**src/pkg/vsq_pkg.sv**
```systemverilog
// Shared constants, state codes and carrier structs for the mode and status sequencer.
// Assumes a single 40 MHz clock and comparator results already reduced to logic levels.
`default_nettype none
package vsq_pkg;
  localparam int unsigned CLK_FREQ_HZ = 40_000_000;
  localparam int unsigned US_CYC = CLK_FREQ_HZ / 1_000_000;
  localparam logic [5:0] DIV_LAST = 6'(US_CYC - 1);
  // Times in microseconds, counted on the 1 us tick
  localparam int unsigned BOOT_TIME_US = 20;
  localparam int unsigned PG_BLANK_US = 20;
  localparam int unsigned PG_DELAY_US = 5000;
  localparam logic [7:0] BOOT_TICKS = 8'(BOOT_TIME_US);
  localparam logic [7:0] BLANK_TICKS = 8'(PG_BLANK_US);
  localparam logic [5:0] P2_SETTLE = 6'h20;
  // Wishbone byte addresses
  localparam logic [7:0] ADR_CTRL = 8'h00;
  localparam logic [7:0] ADR_STATUS = 8'h04;
  localparam logic CTRL_RUN_RESET = 1'b1;

  typedef enum logic [6:0] {
    ST_SHDN = 7'h01,
    ST_START = 7'h02,
    ST_BOOT = 7'h04,
    ST_TOVID = 7'h08,
    ST_NORM = 7'h10,
    ST_FALLB = 7'h20,
    ST_SOFTSHUT = 7'h40
  } vsq_state_t;

  typedef struct packed {
    logic shdn_n;
    logic deep_sleep_select;
    logic power_state_ind_n;
    logic system_rails_good_in;
    logic fb_at_boot;
    logic fb_under_lower;
    logic fb_over_upper;
    logic fb_regulated;
    logic fb_below_half;
    logic slew_active;
    logic slew_down;
    logic ramp_down_done;
    logic thermistor_below;
    logic phase2_sense_off;
    logic ontime_diff_over;
    logic phase2_high_gate;
  } vsq_in_t;

  typedef struct packed {
    vsq_state_t st;
    logic [5:0] div;
    logic tick;
    logic [7:0] tmr;
    logic [12:0] arm;
    logic armed;
    logic clk_n;
    logic pg_oe;
    logic ph_oe;
    logic hot_oe;
    logic p2_act;
    logic skip;
    logic slow;
    logic tgt_boot;
    logic power_monitor_out;
    logic ub;
    logic [5:0] p2cnt;
    logic p2_prev;
    logic run_en;
    logic ack;
    logic [31:0] dat;
  } vsq_regs_t;

  localparam vsq_regs_t REGS_RESET = '{st: ST_SHDN, clk_n: 1'b1, pg_oe: 1'b1, ph_oe: 1'b1,
                                       power_monitor_out: 1'b1, run_en: CTRL_RUN_RESET, default: '0};
endpackage : vsq_pkg
`default_nettype wire

```
**src/vsq_sync.sv**
```systemverilog
// Two-flop synchroniser for a vector of independent levels.
// Assumes each bit is a slow level; multi-bit coherence is not kept.
`timescale 1ns/10ps
`default_nettype none
module vsq_sync #(
  parameter int unsigned WIDTH = 1
) (
  input wire logic i_ref_clk,
  input wire logic i_sys_rst,
  input wire logic [WIDTH-1:0] i_d,
  output logic [WIDTH-1:0] o_q
);
  logic [WIDTH-1:0] meta_reg;

  always_ff @(posedge i_ref_clk or posedge i_sys_rst) begin
    if (i_sys_rst) begin
      meta_reg <= '0;
      o_q <= '0;
    end else begin
      meta_reg <= i_d;
      o_q <= meta_reg;
    end
  end
endmodule : vsq_sync
`default_nettype wire

```
**src/vsq_sequencer.sv**
```systemverilog
// Mode selection and power-good, clock-enable and phase-health sequencing.
// Assumes analog comparators deliver levels; open-drain pins are resolved outside.
// Contract
// - Power-good low until 5ms after clock-enable
// - Power-good low in soft-shutdown and shutdown
// - Power-good released during slew plus 20us
// - Upper limit blanked on skip-mode downward slews
// - Mode decoded from deep-sleep and power-state
// - Power-state low with deep-sleep low gives 1-phase forced PWM
// - Startup and boot hold use 2-phase skip
// - Soft-shutdown and boot-to-code use 2-phase PWM
// - Phase two disabled by configuration stays off
// - Thermal alert follows comparator, released in shutdown
// - Phase-health low on over 40% imbalance
// - Phase-health low in shutdown or configured off
// - Phase-health released during slew or phase off
// - Phase-health released for 32 phase-two pulses
// - Phase-health released while feedback below 0.5V
// - Rails low holds boot, clock-enable high
// - Rails good releases code target, clock-enable
// - Rails fall: clock-enable high, slow slew back
// - Stay at boot until rails return
// - Power monitor pulled down in shutdown
// - Clock-enable low after boot time period
`timescale 1ns/10ps
`default_nettype none
module vsq_sequencer #(
  parameter int unsigned PG_DELAY_US = vsq_pkg::PG_DELAY_US
) (
  input wire logic i_ref_clk,
  input wire logic i_sys_rst,
  input wire logic i_wb_cyc,
  input wire logic i_wb_stb,
  input wire logic i_wb_we,
  input wire logic [7:0] i_wb_adr,
  input wire logic [3:0] i_wb_sel,
  input wire logic [31:0] i_wb_dat,
  output logic [31:0] o_wb_dat,
  output logic o_wb_ack,
  input wire vsq_pkg::vsq_in_t i_sense,
  input wire logic i_power_good_pin,
  output logic o_power_good_out,
  output logic o_power_good_oe,
  input wire logic i_phase_health_pin,
  output logic o_phase_health_out,
  output logic o_phase_health_oe,
  input wire logic i_thermal_alert_pin,
  output logic o_thermal_alert_n,
  output logic o_thermal_alert_oe,
  output logic o_cpu_clock_allow_n,
  output logic o_power_monitor_out,
  output logic o_phase2_active,
  output logic o_skip_mode,
  output logic o_slew_div8,
  output logic o_target_boot
);
  localparam logic [12:0] PG_DLY = 13'(PG_DELAY_US);

  vsq_pkg::vsq_in_t s;
  vsq_pkg::vsq_regs_t st_reg;
  vsq_pkg::vsq_regs_t st_next;
  logic run;
  logic boot_done;
  logic blank_done;
  logic p2_pulse;
  logic low_force;
  logic req;
  logic [31:0] status;

  // Comparator outputs may toggle on any edge of the analog loop
  vsq_sync #(.WIDTH($bits(vsq_pkg::vsq_in_t))) u_sync (
    .i_ref_clk(i_ref_clk),
    .i_sys_rst(i_sys_rst),
    .i_d(i_sense),
    .o_q(s)
  );

  always_comb begin
    st_next = st_reg;
    run = s.shdn_n & st_reg.run_en;
    boot_done = (st_reg.tmr >= vsq_pkg::BOOT_TICKS);
    blank_done = (st_reg.tmr >= vsq_pkg::BLANK_TICKS);
    p2_pulse = s.phase2_high_gate & ~st_reg.p2_prev;
    req = i_wb_cyc & i_wb_stb & ~st_reg.ack;
    status = 32'({st_reg.armed, i_thermal_alert_pin, i_phase_health_pin, i_power_good_pin,
                  st_reg.clk_n, st_reg.skip, st_reg.p2_act, st_reg.st});

    // One microsecond tick
    st_next.tick = (st_reg.div == vsq_pkg::DIV_LAST);
    st_next.div = st_next.tick ? 6'h00 : st_reg.div + 6'h01;

    unique case (st_reg.st)
      vsq_pkg::ST_SHDN: begin
        if (run) begin
          st_next.st = vsq_pkg::ST_START;
        end
      end
      vsq_pkg::ST_START: begin
        if (!run) begin
          st_next.st = vsq_pkg::ST_SOFTSHUT;
        end else if (s.fb_at_boot) begin
          st_next.st = vsq_pkg::ST_BOOT;
        end
      end
      vsq_pkg::ST_BOOT: begin
        if (!run) begin
          st_next.st = vsq_pkg::ST_SOFTSHUT;
        end else if (s.system_rails_good_in && boot_done) begin
          st_next.st = vsq_pkg::ST_TOVID;
        end
      end
      vsq_pkg::ST_TOVID: begin
        if (!run) begin
          st_next.st = vsq_pkg::ST_SOFTSHUT;
        end else if (!s.system_rails_good_in) begin
          st_next.st = vsq_pkg::ST_FALLB;
        end else if (!s.slew_active && s.fb_regulated) begin
          st_next.st = vsq_pkg::ST_NORM;
        end
      end
      vsq_pkg::ST_NORM: begin
        if (!run) begin
          st_next.st = vsq_pkg::ST_SOFTSHUT;
        end else if (!s.system_rails_good_in) begin
          st_next.st = vsq_pkg::ST_FALLB;
        end
      end
      vsq_pkg::ST_FALLB: begin
        if (!run) begin
          st_next.st = vsq_pkg::ST_SOFTSHUT;
        end else if (s.system_rails_good_in) begin
          st_next.st = vsq_pkg::ST_TOVID;
        end
      end
      vsq_pkg::ST_SOFTSHUT: begin
        if (s.ramp_down_done) begin
          st_next.st = vsq_pkg::ST_SHDN;
        end
      end
      default: begin
        st_next.st = vsq_pkg::ST_SHDN;
      end
    endcase

    // Shared microsecond timer: boot period on entry, blanking after each slew
    if ((st_next.st == vsq_pkg::ST_BOOT && st_reg.st != vsq_pkg::ST_BOOT) || s.slew_active) begin
      st_next.tmr = 8'h00;
    end else if (st_reg.tick && st_reg.tmr != 8'hFF) begin
      st_next.tmr = st_reg.tmr + 8'h01;
    end

    // Clock-enable is low only while heading for or holding the code target
    st_next.clk_n = !(st_next.st inside {vsq_pkg::ST_TOVID, vsq_pkg::ST_NORM});

    // Power-good arming delay from the fall of clock-enable
    if (st_next.clk_n) begin
      st_next.arm = 13'h0000;
    end else if (st_reg.tick && st_reg.arm != PG_DLY) begin
      st_next.arm = st_reg.arm + 13'h0001;
    end
    st_next.armed = !st_next.clk_n && (st_next.arm == PG_DLY);

    // Phase count and skip selection
    unique case (st_next.st)
      vsq_pkg::ST_START, vsq_pkg::ST_BOOT, vsq_pkg::ST_FALLB: begin
        st_next.p2_act = 1'b1;
        st_next.skip = 1'b1;
      end
      vsq_pkg::ST_TOVID, vsq_pkg::ST_SOFTSHUT: begin
        st_next.p2_act = 1'b1;
        st_next.skip = 1'b0;
      end
      vsq_pkg::ST_NORM: begin
        st_next.skip = s.deep_sleep_select;
        st_next.p2_act = !s.deep_sleep_select && s.power_state_ind_n;
      end
      default: begin
        st_next.p2_act = 1'b0;
        st_next.skip = 1'b0;
      end
    endcase
    if (s.phase2_sense_off) begin
      st_next.p2_act = 1'b0;
    end
    st_next.slow = st_next.st inside {vsq_pkg::ST_START, vsq_pkg::ST_SOFTSHUT, vsq_pkg::ST_FALLB};
    st_next.tgt_boot = st_next.st inside {vsq_pkg::ST_START, vsq_pkg::ST_BOOT, vsq_pkg::ST_FALLB};
    st_next.power_monitor_out = (st_next.st == vsq_pkg::ST_SHDN);

    // Upper limit blanking; a new skip-mode down slew wins over the clear
    if (s.slew_active && s.slew_down && st_reg.skip) begin
      st_next.ub = 1'b1;
    end else if (!s.slew_active && blank_done && s.fb_regulated) begin
      st_next.ub = 1'b0;
    end

    // Power-good pull-down
    low_force = (st_next.st inside {vsq_pkg::ST_SHDN, vsq_pkg::ST_START, vsq_pkg::ST_BOOT,
                                    vsq_pkg::ST_FALLB, vsq_pkg::ST_SOFTSHUT}) || !st_next.armed;
    if (low_force) begin
      st_next.pg_oe = 1'b1;
    end else if (s.slew_active || !blank_done) begin
      st_next.pg_oe = 1'b0;
    end else begin
      st_next.pg_oe = s.fb_under_lower || (s.fb_over_upper && !st_next.ub);
    end

    // Phase-two pulse count after re-enable
    st_next.p2_prev = s.phase2_high_gate;
    if (!st_next.p2_act) begin
      st_next.p2cnt = 6'h00;
    end else if (p2_pulse && st_reg.p2cnt != vsq_pkg::P2_SETTLE) begin
      st_next.p2cnt = st_reg.p2cnt + 6'h01;
    end

    // Phase-health pull-down
    // Next-state values, so the pin never pulls low for a cycle as phase two stops
    if (st_next.st == vsq_pkg::ST_SHDN || s.phase2_sense_off) begin
      st_next.ph_oe = 1'b1;
    end else if (s.slew_active || !st_next.p2_act || s.fb_below_half) begin
      st_next.ph_oe = 1'b0;
    end else if (st_next.p2cnt != vsq_pkg::P2_SETTLE) begin
      st_next.ph_oe = 1'b0;
    end else begin
      st_next.ph_oe = s.ontime_diff_over;
    end

    st_next.hot_oe = (st_next.st != vsq_pkg::ST_SHDN) && s.thermistor_below;

    // Wishbone slave: answer one cycle after the request, ack dropped next cycle
    st_next.ack = req;
    st_next.dat = 32'h0000_0000;
    if (req && i_wb_we && i_wb_adr == vsq_pkg::ADR_CTRL && i_wb_sel[0]) begin
      st_next.run_en = i_wb_dat[0];
    end
    if (req && !i_wb_we) begin
      if (i_wb_adr == vsq_pkg::ADR_CTRL) begin
        st_next.dat = {31'h0000_0000, st_reg.run_en};
      end else if (i_wb_adr == vsq_pkg::ADR_STATUS) begin
        st_next.dat = status;
      end
    end
  end

  always_ff @(posedge i_ref_clk or posedge i_sys_rst) begin
    if (i_sys_rst) begin
      st_reg <= vsq_pkg::REGS_RESET;
    end else begin
      st_reg <= st_next;
    end
  end

  assign o_wb_dat = st_reg.dat;
  assign o_wb_ack = st_reg.ack;
  // Open-drain pins only ever drive low
  assign o_power_good_out = 1'b0;
  assign o_power_good_oe = st_reg.pg_oe;
  assign o_phase_health_out = 1'b0;
  assign o_phase_health_oe = st_reg.ph_oe;
  assign o_thermal_alert_n = 1'b0;
  assign o_thermal_alert_oe = st_reg.hot_oe;
  assign o_cpu_clock_allow_n = st_reg.clk_n;
  assign o_power_monitor_out = st_reg.power_monitor_out;
  assign o_phase2_active = st_reg.p2_act;
  assign o_skip_mode = st_reg.skip;
  assign o_slew_div8 = st_reg.slow;
  assign o_target_boot = st_reg.tgt_boot;
endmodule : vsq_sequencer
`default_nettype wire

```
**config.mk**
```make
export PLATFORM = sky130hd
export DESIGN_NAME = vsq_sequencer
export DESIGN_NICKNAME = d
export VERILOG_FILES = /design/src/pkg/vsq_pkg.sv /design/src/vsq_sync.sv /design/src/vsq_sequencer.sv
export SDC_FILE = /design/constraint.sdc
export NUM_CORES = 1
export LEC_CHECK = 0
export BUFFER_PORTS_ARGS = -buffer_cell sky130_fd_sc_hd__buf_2
export CAP_MARGIN = 25
export CORE_ASPECT_RATIO = 0.9
export CORE_MARGIN = 5
export CORE_UTILIZATION = 54
export DETAILED_ROUTE_END_ITERATION = 6
export PLACE_DENSITY_LB_ADDON = 0.25
export SYNTH_ARGS = -nofsm -noshare
export SYNTH_HDL_FRONTEND = slang
export SYNTH_HIERARCHICAL = 1
export SYNTH_SLANG_ARGS = --single-unit
```
**constraint.sdc**
```tcl
create_clock -name i_ref_clk -period 3.05 [get_ports i_ref_clk]
set_input_delay 0.305 -clock i_ref_clk [delete_from_list [all_inputs] [get_ports i_ref_clk]]
set_output_delay 0.305 -clock i_ref_clk [all_outputs]
set_load 0.05 [all_outputs]
```
==> qor.txt, run 1 <==
Tcrit/Tclk final = 82.9%
Height of the die = 99.1 um
Clock slew at reported path FFs = 0.10 ns
DR top layer = met4
CTS tree = done
Die area = 10800 um^2
Via count = 3232
RSZ-0062 raised after global routing = no
Initial antenna violation count = 0
Clk_lat worst skew = 0.35 ns
Crit start category = flop
Pleak = 2.44 nW
Cell Count Post-Placement = 596
Sequential area share after synthesis = 53.2%
Comb pwr share = 8.6%
Sw Ratio = 26.5%
Critical Path RT = 3.32 ns
Met3 wire length = 714 um
Cts repair resizes = 0
Global-route wire length before repair = 14.3 mm
Fin cells = 613
Inserted Diodes = 0
Post-synth cell types = 70
Hpwl dp = 6.26 mm
DRC violations left = 0
Psw = 0.627 mW
DRT met1 WL = 4.13 mm
Setup TNS = 0 ns
Fmax achieved = 0.396 GHz
Leading cell type in the layout, fill and taps excluded = dfrtp_1
Tmin final = 2.53 ns
WL final = 8.48 mm
Final setup viols = 0
Max-Cap Viols = 0
Yosys warnings = 6
CP endpoint kind = flop
Least-Margin Pin Slew = 0.686 ns
Final Skew = 0.0102 ns
Flop and latch count out of synthesis = 101
Pwr Total = 2.36 mW
Synth Area per Inst = 10.8 um^2
Max clock buf depth = 2
Port bufs = 57
Critical Path Fanout Max = 14
Hold crit path type = in2reg
DRT antenna net count = 0
Async set-reset flop share out of synthesis = 100%
Top FF cell, synth = dfrtp_1
Max FFs per register = 45
Worst endpoint data arrival time = 2.79 ns
DR WL met2 = 3.54 mm
CTS sink count = 101
Nets = 564
Final Max Tran Viols = 0
Most frequent cells in the layout = dfrtp_1, buf_2, nor2_1, nand2_1, conb_1
Global-route congestion overflow total = 0
Core Util, Final = 60.7%
Drt first-iter violations = 149
Row count = 32
Mapped Area = 4760 um^2
First-pass DRT Iterations = 5
Drt wl/cell = 13.8 um
Clock power frac = 32.4%
IO Count = 113
R2r startpoint = st_reg[85]$_DFF_PP0_
Internal power = 1.73 mW
Share of layout cells above drive strength 1 = 20.2%
Detail-routed via count per cell = 5.27
Post-synth EDFFs = 0
Hold_sp = i_sense[13]
Hold Fails Final Rpt = 0
Fill count = 725
H-tree levels = 3
Core Region = 8610 um^2
Worst setup startpoint = st_reg[85]$_DFF_PP0_
GRT Overall Usage = 16.4%
Largest net degree at the start of global routing = 32
Peak VDD IR = 0.000345 V
Vias in the first global route = 3046
Hold Worst Slack = 0.0486 ns
Die width = 109 um
Syn-to-layout area delta = 9.77%
Cts bufs inserted = 9
Root Driver = clkbuf_8
Initial Util = 55.3%
Pwr Density = 452 nW/um^2
Relative slew slack = 54.2%
Cell count after synthesis = 440
WS Path Type = reg2reg
Reg power frac = 59.0%
Routability cong. = 0.883
Run status = complete, no violations
## through the flow
step	instance area, um^2	setup slack [ns]
3_3_place_gp	5010	0.579
6_report	5230	0.522
4_1_cts	5230	0.538
5_1_grt	5230	0.381
2_1_floorplan	4840	0.711
3_5_place_dp	5030	0.560
## routing by layer
| metal | track usage [%] | vias to the layer above |
|---|---|---|
| met3 | 3.83 | 9 |
| li1 | - | 1575 |
| met5 | 0 | - |
| met4 | 4.47 | 0 |
| met2 | 23.7 | 137 |
| met1 | 24.9 | 1511 |
## cell families (layout without fill, tap and decap cells)
logic type	Yosys count	in the layout	share of synthesized area, %
fa+ha+maj	7	7	1.84
mux	5	5	1.08
buf+inv	67	101	8.25
xor+xnor	30	30	5.52
simple gates	168	168	19.7
other cells	1	21	0.0787
compound gates	61	61	10.3
flops	101	101	53.2
## Yosys cell counts (3+ instances only)
cell type / count / share of area (%)
o21ai_0: 3 / 0.32
nand3b_1: 3 / 0.47
ha_1: 7 / 1.8
or3_1: 5 / 0.66
nor2_1: 43 / 3.4
clkbuf_1: 10 / 0.79
a21oi_1: 12 / 1.3
xnor2_1: 13 / 2.4
dfrtp_1: 95 / 50
nand2b_1: 8 / 1.1
a31oi_1: 5 / 0.66
nor4_1: 3 / 0.39
xor2_1: 17 / 3.1
a211oi_1: 6 / 0.95
nand2_1: 22 / 1.7
nor4b_1: 3 / 0.55
nor3b_1: 8 / 1.3
nor3_1: 12 / 1.3
nand3_1: 13 / 1.4
dfstp_2: 6 / 3.3
and3_1: 7 / 0.92
buf_4: 35 / 5.5
o31a_1: 3 / 0.55
nand4_1: 8 / 1.1
mux2i_1: 4 / 0.84
and2_1: 14 / 1.8
inv_1: 18 / 1.4
## repair_timing
item,CTS,global route
hold endpoints to repair,6,0
setup endpoints to repair,0,0
buffers inserted,0,0
hold buffers,1,0
## area by class of cell
type / count / area (um^2) / area share [%]
sequential: 101 / 2530 / 48.5
multi-input combinational: 292 / 1910 / 36.5
tap: 119 / 149 / 2.85
clock inverter: 7 / 60.1 / 1.15
clock buffer: 9 / 124 / 2.37
timing repair buffer: 67 / 383 / 7.32
inverter: 18 / 67.6 / 1.29
## power by group through the flow
| stage | logic (mW) | registers (mW) | clock network [mW] |
|---|---|---|---|
| 4_1_cts | 0.205 | 1.39 | 0.796 |
| 5_1_grt | 0.222 | 1.40 | 0.851 |
| 3_5_place_dp | 0.203 | 1.42 | 0 |
| 2_1_floorplan | 0.156 | 1.43 | 0 |
| 6_report | 0.203 | 1.39 | 0.765 |
| 3_3_place_gp | 0.196 | 1.42 | 0 |
## worst max-delay path, stage by stage, from the launching register on
cell and delay, ns:
dfrtp_1 0.54, nor4_2 0.30, buf_4 0.19, nand2_1 0.08
o32a_1 0.36, a31oi_2 0.32, nor2_1 0.12, or4_1 0.53
## final timing paths
check | to | slack, ns | depth (start not counted)
max | o_power_good_oe$_DFF_PP1_ | 0.52 | 7
min | u_sync/meta_reg[13]$_DFF_PP0_ | 0.05 | 1
max reg2reg | o_power_good_oe$_DFF_PP1_ | 0.52 | 7
min reg2reg | u_sync/o_q[1]$_DFF_PP0_ | 0.35 | 0
max in group asynchronous | o_power_good_oe$_DFF_PP1_ | 1.65 | 4
min in group asynchronous | u_sync/meta_reg[14]$_DFF_PP0_ | 0.46 | 3
Power figures use the tool's default switching activity.
==> run 2, diff against run 1 <==
==> constraint.sdc (replaced) <==
create_clock -name i_ref_clk -period 2.64 [get_ports i_ref_clk]
set_input_delay 0.264 -clock i_ref_clk [delete_from_list [all_inputs] [get_ports i_ref_clk]]
set_output_delay 0.264 -clock i_ref_clk [all_outputs]
set_load 0.05 [all_outputs]
==> qor.txt, run 2 (synthesis results as in run 1) <==
Clock slew at reported path FFs = 0.09 ns (about the same)
Core Util, Final = 63.4% (+2.6 points)
Hold crit path type = in2reg
Setup repair bufs after CTS = 0 (unchanged)
Via count = 3305 (+2.3%)
Root Driver = clkbuf_8
Global-route congestion overflow total = 0 (unchanged)
Setup TNS = 0 ns (unchanged)
DP Worst Slack = 0.183 ns (-0.377 ns)
Max-Cap Viols = 0 (unchanged)
Worst setup margin = 0.184 ns (-0.338 ns)
Hpwl dp = 6.44 mm (+2.9%)
Max FFs per register = 45 (unchanged)
Tcrit/Tclk final = 93.0% (+10 points)
IO Count = 113 (unchanged)
Final Max Tran Viols = 0 (unchanged)
Die width = 109 um (unchanged)
First-pass DRT Iterations = 5 (unchanged)
R2R setup slack = 0.18 ns (-0.34 ns)
Internal power = 2.03 mW (+17%)
RSZ-0062 raised after global routing = no
Max clock buf depth = 2 (unchanged)
Drt wl/cell = 13.9 um (+0.43%)
Tmin final = 2.46 ns (-0.0719 ns)
Global-route wire length before repair = 15.0 mm (+4.3%)
Nets = 589 (+4.4%)
Port bufs = 57 (unchanged)
Core Region = 8610 um^2 (unchanged)
Cell area after layout = 5450 um^2 (+4.3%)
Fin cells = 638 (+4.1%)
R2R Path End = o_power_good_oe$_DFF_PP1_
CP endpoint kind = flop
Drt first-iter violations = 140 (-6.0%)
Routability cong. = 0.898 (+1.8%)
Hold Worst Slack = 0.0928 ns (+0.0442 ns)
Relative slew slack = 52.6% (-1.6 points)
Row count = 32 (unchanged)
Initial antenna violation count = 0 (unchanged)
CTS sink count = 101 (unchanged)
Cell breakdown of the critical path = nor4_2 > nand2_1 > o32a_1 > a31oi_2 > nor2_1 > or4_1
Final Skew = 0.0153 ns (+0.00511 ns)
Die area = 10800 um^2 (unchanged)
Largest net degree at the start of global routing = 34 (+6.3%)
Most frequent cells in the layout = dfrtp_1, buf_2, nor2_1, nand2_1, conb_1
Height of the die = 99.1 um (unchanged)
Reg power frac = 58.4% (-0.6 points)
Fmax achieved = 0.407 GHz (+2.9%)
Cell Count Post-Placement = 605 (+1.5%)
Pwr Total = 2.76 mW (+17%)
Share of layout cells above drive strength 1 = 20.8% (+0.57 points)
Worst endpoint data arrival time = 2.74 ns (-0.05 ns)
Initial Util = 55.3% (unchanged)
Critical Path Slowest Stage Cell = or4_1
Syn-to-layout area delta = 14.5%
Cts bufs inserted = 9 (unchanged)
Reg2Reg Depth = 6 (-1)
Area after DPL = 5100 um^2 (+1.3%)
R2r startpoint = st_reg[85]$_DFF_PP0_
H-tree levels = 3 (unchanged)
Detail-routed via count per cell = 5.18 (-1.7%)
Vias in the first global route = 3196 (+4.9%)
GRT Overall Usage = 17.4% (+0.95 points)
Leading cell type in the layout, fill and taps excluded = dfrtp_1
Sw Ratio = 26.5% (-0.083 points)
CTS tree = done
Critical Path RT = 2.92 ns (-0.40 ns)
Least-Margin Pin Slew = 0.711 ns (+0.0244 ns)
Inserted Diodes = 0 (unchanged)
Clock power frac = 32.2% (-0.2 points)
Critical Path Fanout Max = 9 (-5)
DRC violations left = 0 (unchanged)
Worst path max stage delay = 0.52 ns (-0.02 ns)
DRT antenna net count = 0 (unchanged)
Clk_lat worst skew = 0.36 ns (about the same)
WS Path Type = reg2reg
Peak VDD IR = 0.000428 V (+24%)
Final setup viols = 0 (unchanged)
CP endpoint = o_power_good_oe$_DFF_PP1_
WL final = 8.86 mm (+4.5%)
Comb pwr share = 9.4% (+0.8 points)
Run status = complete, no violations
Worst setup startpoint = st_reg[85]$_DFF_PP0_
Pleak = 2.56 nW (+4.9%)
Pwr Density = 506 nW/um^2 (+12%)
Hold Fails Final Rpt = 0 (unchanged)
Crit start category = flop
Psw = 0.729 mW (+16%)
[run 2: critical path, delay by kind of cell (launching register included)]
family,cells,cell delay [ns]
compound gates,2,0.63
flops,1,0.48
simple gates,4,1.28
[run 2: area by class of cell]
cell class	count	area, um^2
clock buffer	10	128
clock inverter	6	55.1
fill	705	3150
inverter	18	67.6
multi-input combinational	292	1910
sequential	101	2530
tap	119	149
timing repair buffer	92	611
[run 2: what timing repair did]
item                                    4_1_cts  5_1_grt
endpoints found under the setup margin        0        0
resized for setup                             0        0
hold endpoints to repair                     26        0
hold buffers                                 17        0
[run 2: worst min-delay path by stage]
stage	from	to	slack (ns)	cells after the start
finish	i_wb_we	o_wb_dat[0]$_DFF_PP0_	0.09	2
global route	i_wb_we	o_wb_dat[0]$_DFF_PP0_	0.1	2
CTS	i_wb_we	o_wb_dat[0]$_DFF_PP0_	0.07	2
detailed placement	i_sys_rst	u_sync/meta_reg[2]$_DFF_PP0_	0.32	2
global placement	u_sync/meta_reg[0]$_DFF_PP0_	u_sync/o_q[0]$_DFF_PP0_	0.33	0
floorplan	i_sense[0]	u_sync/meta_reg[0]$_DFF_PP0_	0.30	0
[run 2: power by group through the flow]
stage / combinational, mW / sequential, mW / clock, mW
after floorplan: 0.180 / 1.65 / 0
after global placement: 0.231 / 1.64 / 0
after detailed placement: 0.239 / 1.64 / 0
after CTS: 0.259 / 1.61 / 0.933
after global routing: 0.283 / 1.62 / 0.995
final: 0.259 / 1.61 / 0.889
[run 2: per-layer routing]
layer | global-route usage [%] | routed length (um) | up-vias
li1 | - | - | 1624
met1 | 25.2 | 4280 | 1574
met2 | 25.9 | 3930 | 98
met3 | 4.22 | 559 | 9
met4 | 5.34 | 90 | 0
met5 | 0 | 0 | -
==> run 3, diff against run 2 <==
--- a/config.mk
+++ b/config.mk
@@ -8,7 +8,7 @@
 export BUFFER_PORTS_ARGS = -buffer_cell sky130_fd_sc_hd__buf_2
 export CAP_MARGIN = 25
 export CORE_ASPECT_RATIO = 0.9
-export CORE_MARGIN = 5
+export CORE_MARGIN = 2
 export CORE_UTILIZATION = 54
 export DETAILED_ROUTE_END_ITERATION = 6
 export PLACE_DENSITY_LB_ADDON = 0.25
==> qor.txt, run 3 (synthesis results as in run 1) <==
Least-Margin Pin Slew = 0.707 ns (-0.00397 ns)
Hold_sp = i_wb_we
Height of the die = 93.1 um (-6.1%)
Drt wl/cell = 14.0 um (+0.49%)
Inserted Diodes = 0 (unchanged)
Run status = complete, no violations
Cts bufs inserted = 9 (unchanged)
Hold crit path type = in2reg
Clock slew at reported path FFs = 0.10 ns (about the same)
DRT antenna net count = 0 (unchanged)
Die width = 103 um (-5.5%)
CP endpoint kind = flop
Core Util, Final = 63.8% (+0.41 points)
# hold bufs at CTS = 17 (unchanged)
Share of layout cells above drive strength 1 = 20.8% (unchanged)
Vias in the first global route = 3201 (+0.16%)
Leading cell type in the layout, fill and taps excluded = dfrtp_1
Peak VDD IR = 0.000460 V (+7.3%)
WS Path Type = reg2reg
DP Worst Slack = 0.239 ns (+0.0558 ns)
Tmin final = 2.42 ns (-0.0349 ns)
Syn-to-layout area delta = 14.7%
RSZ-0062 raised after global routing = no
Detail-routed via count per cell = 5.23 (+1.0%)
Pwr Density = 507 nW/um^2 (+0.20%)
Nets = 589 (unchanged)
R2r startpoint = st_reg[52]$_DFF_PP0_
Max clock buf depth = 2 (unchanged)
Initial antenna violation count = 0 (unchanged)
R2R setup slack = 0.22 ns (+0.03 ns)
Max-Cap Viols = 0 (unchanged)
Relative slew slack = 52.8% (+0.27 points)
Fmax achieved = 0.413 GHz (+1.4%)
Core Region = 8570 um^2 (-0.47%)
Die area = 9590 um^2 (-11%)
Final Max Tran Viols = 0 (unchanged)
Critical Path RT = 2.93 ns (about the same)
Pleak = 2.56 nW (-0.14%)
Worst path max stage delay = 0.49 ns (-0.03 ns)
WL final = 8.90 mm (+0.49%)
Hold path cells = 2 (unchanged)
Global-route wire length before repair = 14.7 mm (-1.6%)
Max FFs per register = 45 (unchanged)
Worst setup margin = 0.219 ns (+0.0349 ns)
Root Driver = clkbuf_8
Via count = 3338 (+1.0%)
Final Skew = 0.0138 ns (-0.00152 ns)
GRT Overall Usage = 19.9% (+2.5 points)
Global-route congestion overflow total = 0 (unchanged)
R2R Path End = o_power_good_oe$_DFF_PP1_
First-pass DRT Iterations = 4 (-1)
Setup repair bufs after CTS = 0 (unchanged)
H-tree levels = 3 (unchanged)
Cell breakdown of the critical path = inv_1 > ha_1 > nand3b_4 > o41ai_4 > mux2i_1 > o32ai_1 > nand4_1 > or4_1
Row count = 32 (unchanged)
Initial Util = 55.6% (+0.26 points)
Cell area after layout = 5460 um^2 (+0.18%)
Hold Fails Final Rpt = 0 (unchanged)
Critical Path Fanout Max = 6 (-3)
Most frequent cells in the layout = dfrtp_1, buf_2, nor2_1, nand2_1, conb_1
Reg2Reg Depth = 8 (+2)
CTS tree = done
Worst endpoint data arrival time = 2.71 ns (-0.03 ns)
Area after DPL = 5110 um^2 (+0.25%)
Cts repair resizes = 0 (unchanged)
Largest net degree at the start of global routing = 39 (+15%)
Setup TNS = 0 ns (unchanged)
Critical Path Slowest Stage Cell = o41ai_4
CTS sink count = 101 (unchanged)
DRC violations left = 0 (unchanged)
End of the worst hold path = o_wb_dat[0]$_DFF_PP0_
Tcrit/Tclk final = 91.7% (-1.3 points)
Hpwl dp = 6.29 mm (-2.2%)
Routability cong. = 0.870 (-3.1%)
Crit start category = flop
IO Count = 113 (unchanged)
Final setup viols = 0 (unchanged)
Clk_lat worst skew = 0.37 ns (about the same)
Drt first-iter violations = 194 (+39%)
Port bufs = 57 (unchanged)
run 3: changes by cell type in the layout (fill, tap and decap cells not counted):
cell,change
buf_12,+1
inv_6,+1
clkinv_4,-3
clkinvlp_4,+2
buf_4,-1
run 3: power by group:
group	internal, mW	total, mW	leakage (nW)	switching, mW
logic	0.0842	0.258	1.17	0.174
registers	1.59	1.61	1.30	0.0245
clock network	0.358	0.900	0.0854	0.542
total	2.03	2.77	2.56	0.741
run 3: worst max path at each step:
stage,startpoint,to,cells past startpoint
after global placement,st_reg[52]$_DFF_PP0_,o_power_good_oe$_DFF_PP1_,8
after detailed placement,st_reg[52]$_DFF_PP0_,o_power_good_oe$_DFF_PP1_,8
after CTS,st_reg[52]$_DFF_PP0_,o_power_good_oe$_DFF_PP1_,8
after floorplan,st_reg[54]$_DFF_PP0_,o_power_good_oe$_DFF_PP1_,7
final,st_reg[52]$_DFF_PP0_,o_power_good_oe$_DFF_PP1_,8
after global routing,st_reg[52]$_DFF_PP0_,o_power_good_oe$_DFF_PP1_,8
run 3: cell type report:
cell class | instances | area [um^2]
inverters | 18 | 67.6
repair buffers | 92 | 623
clock inverters | 6 | 52.6
fillers | 709 | 3100
well taps | 119 | 149
multi-input cells | 292 | 1910
clock buffers | 10 | 128
flip-flops and latches | 101 | 2530
run 3: worst max-delay path: cells and delay by family, from the launching register on:
family | cells | cell delay [ns]
flops | 1 | 0.41
simple gates | 3 | 0.74
mux | 1 | 0.15
fa+ha+maj | 1 | 0.24
compound gates | 2 | 0.64
buf+inv | 1 | 0.18
run 3: stage by stage:
step | power, mW | cells | hold slack, ns
2_1_floorplan | 1.83 | 460 | 0.295
3_3_place_gp | 1.87 | 604 | 0.332
3_5_place_dp | 1.88 | 605 | 0.280
4_1_cts | 2.81 | 638 | 0.0690
5_1_grt | 2.90 | 638 | 0.0669
6_report | 2.77 | 638 | 0.0936
run 3: metal layers:
| layer | global-route usage [%] | routed length, um | vias up |
|---|---|---|---|
| met1 | 28.3 | 4200 | 1585 |
| met4 | 6.25 | 80 | 0 |
| met3 | 4.19 | 544 | 7 |
| met5 | 0 | 0 | - |
| met2 | 30.8 | 4080 | 113 |
| li1 | - | - | 1633 |
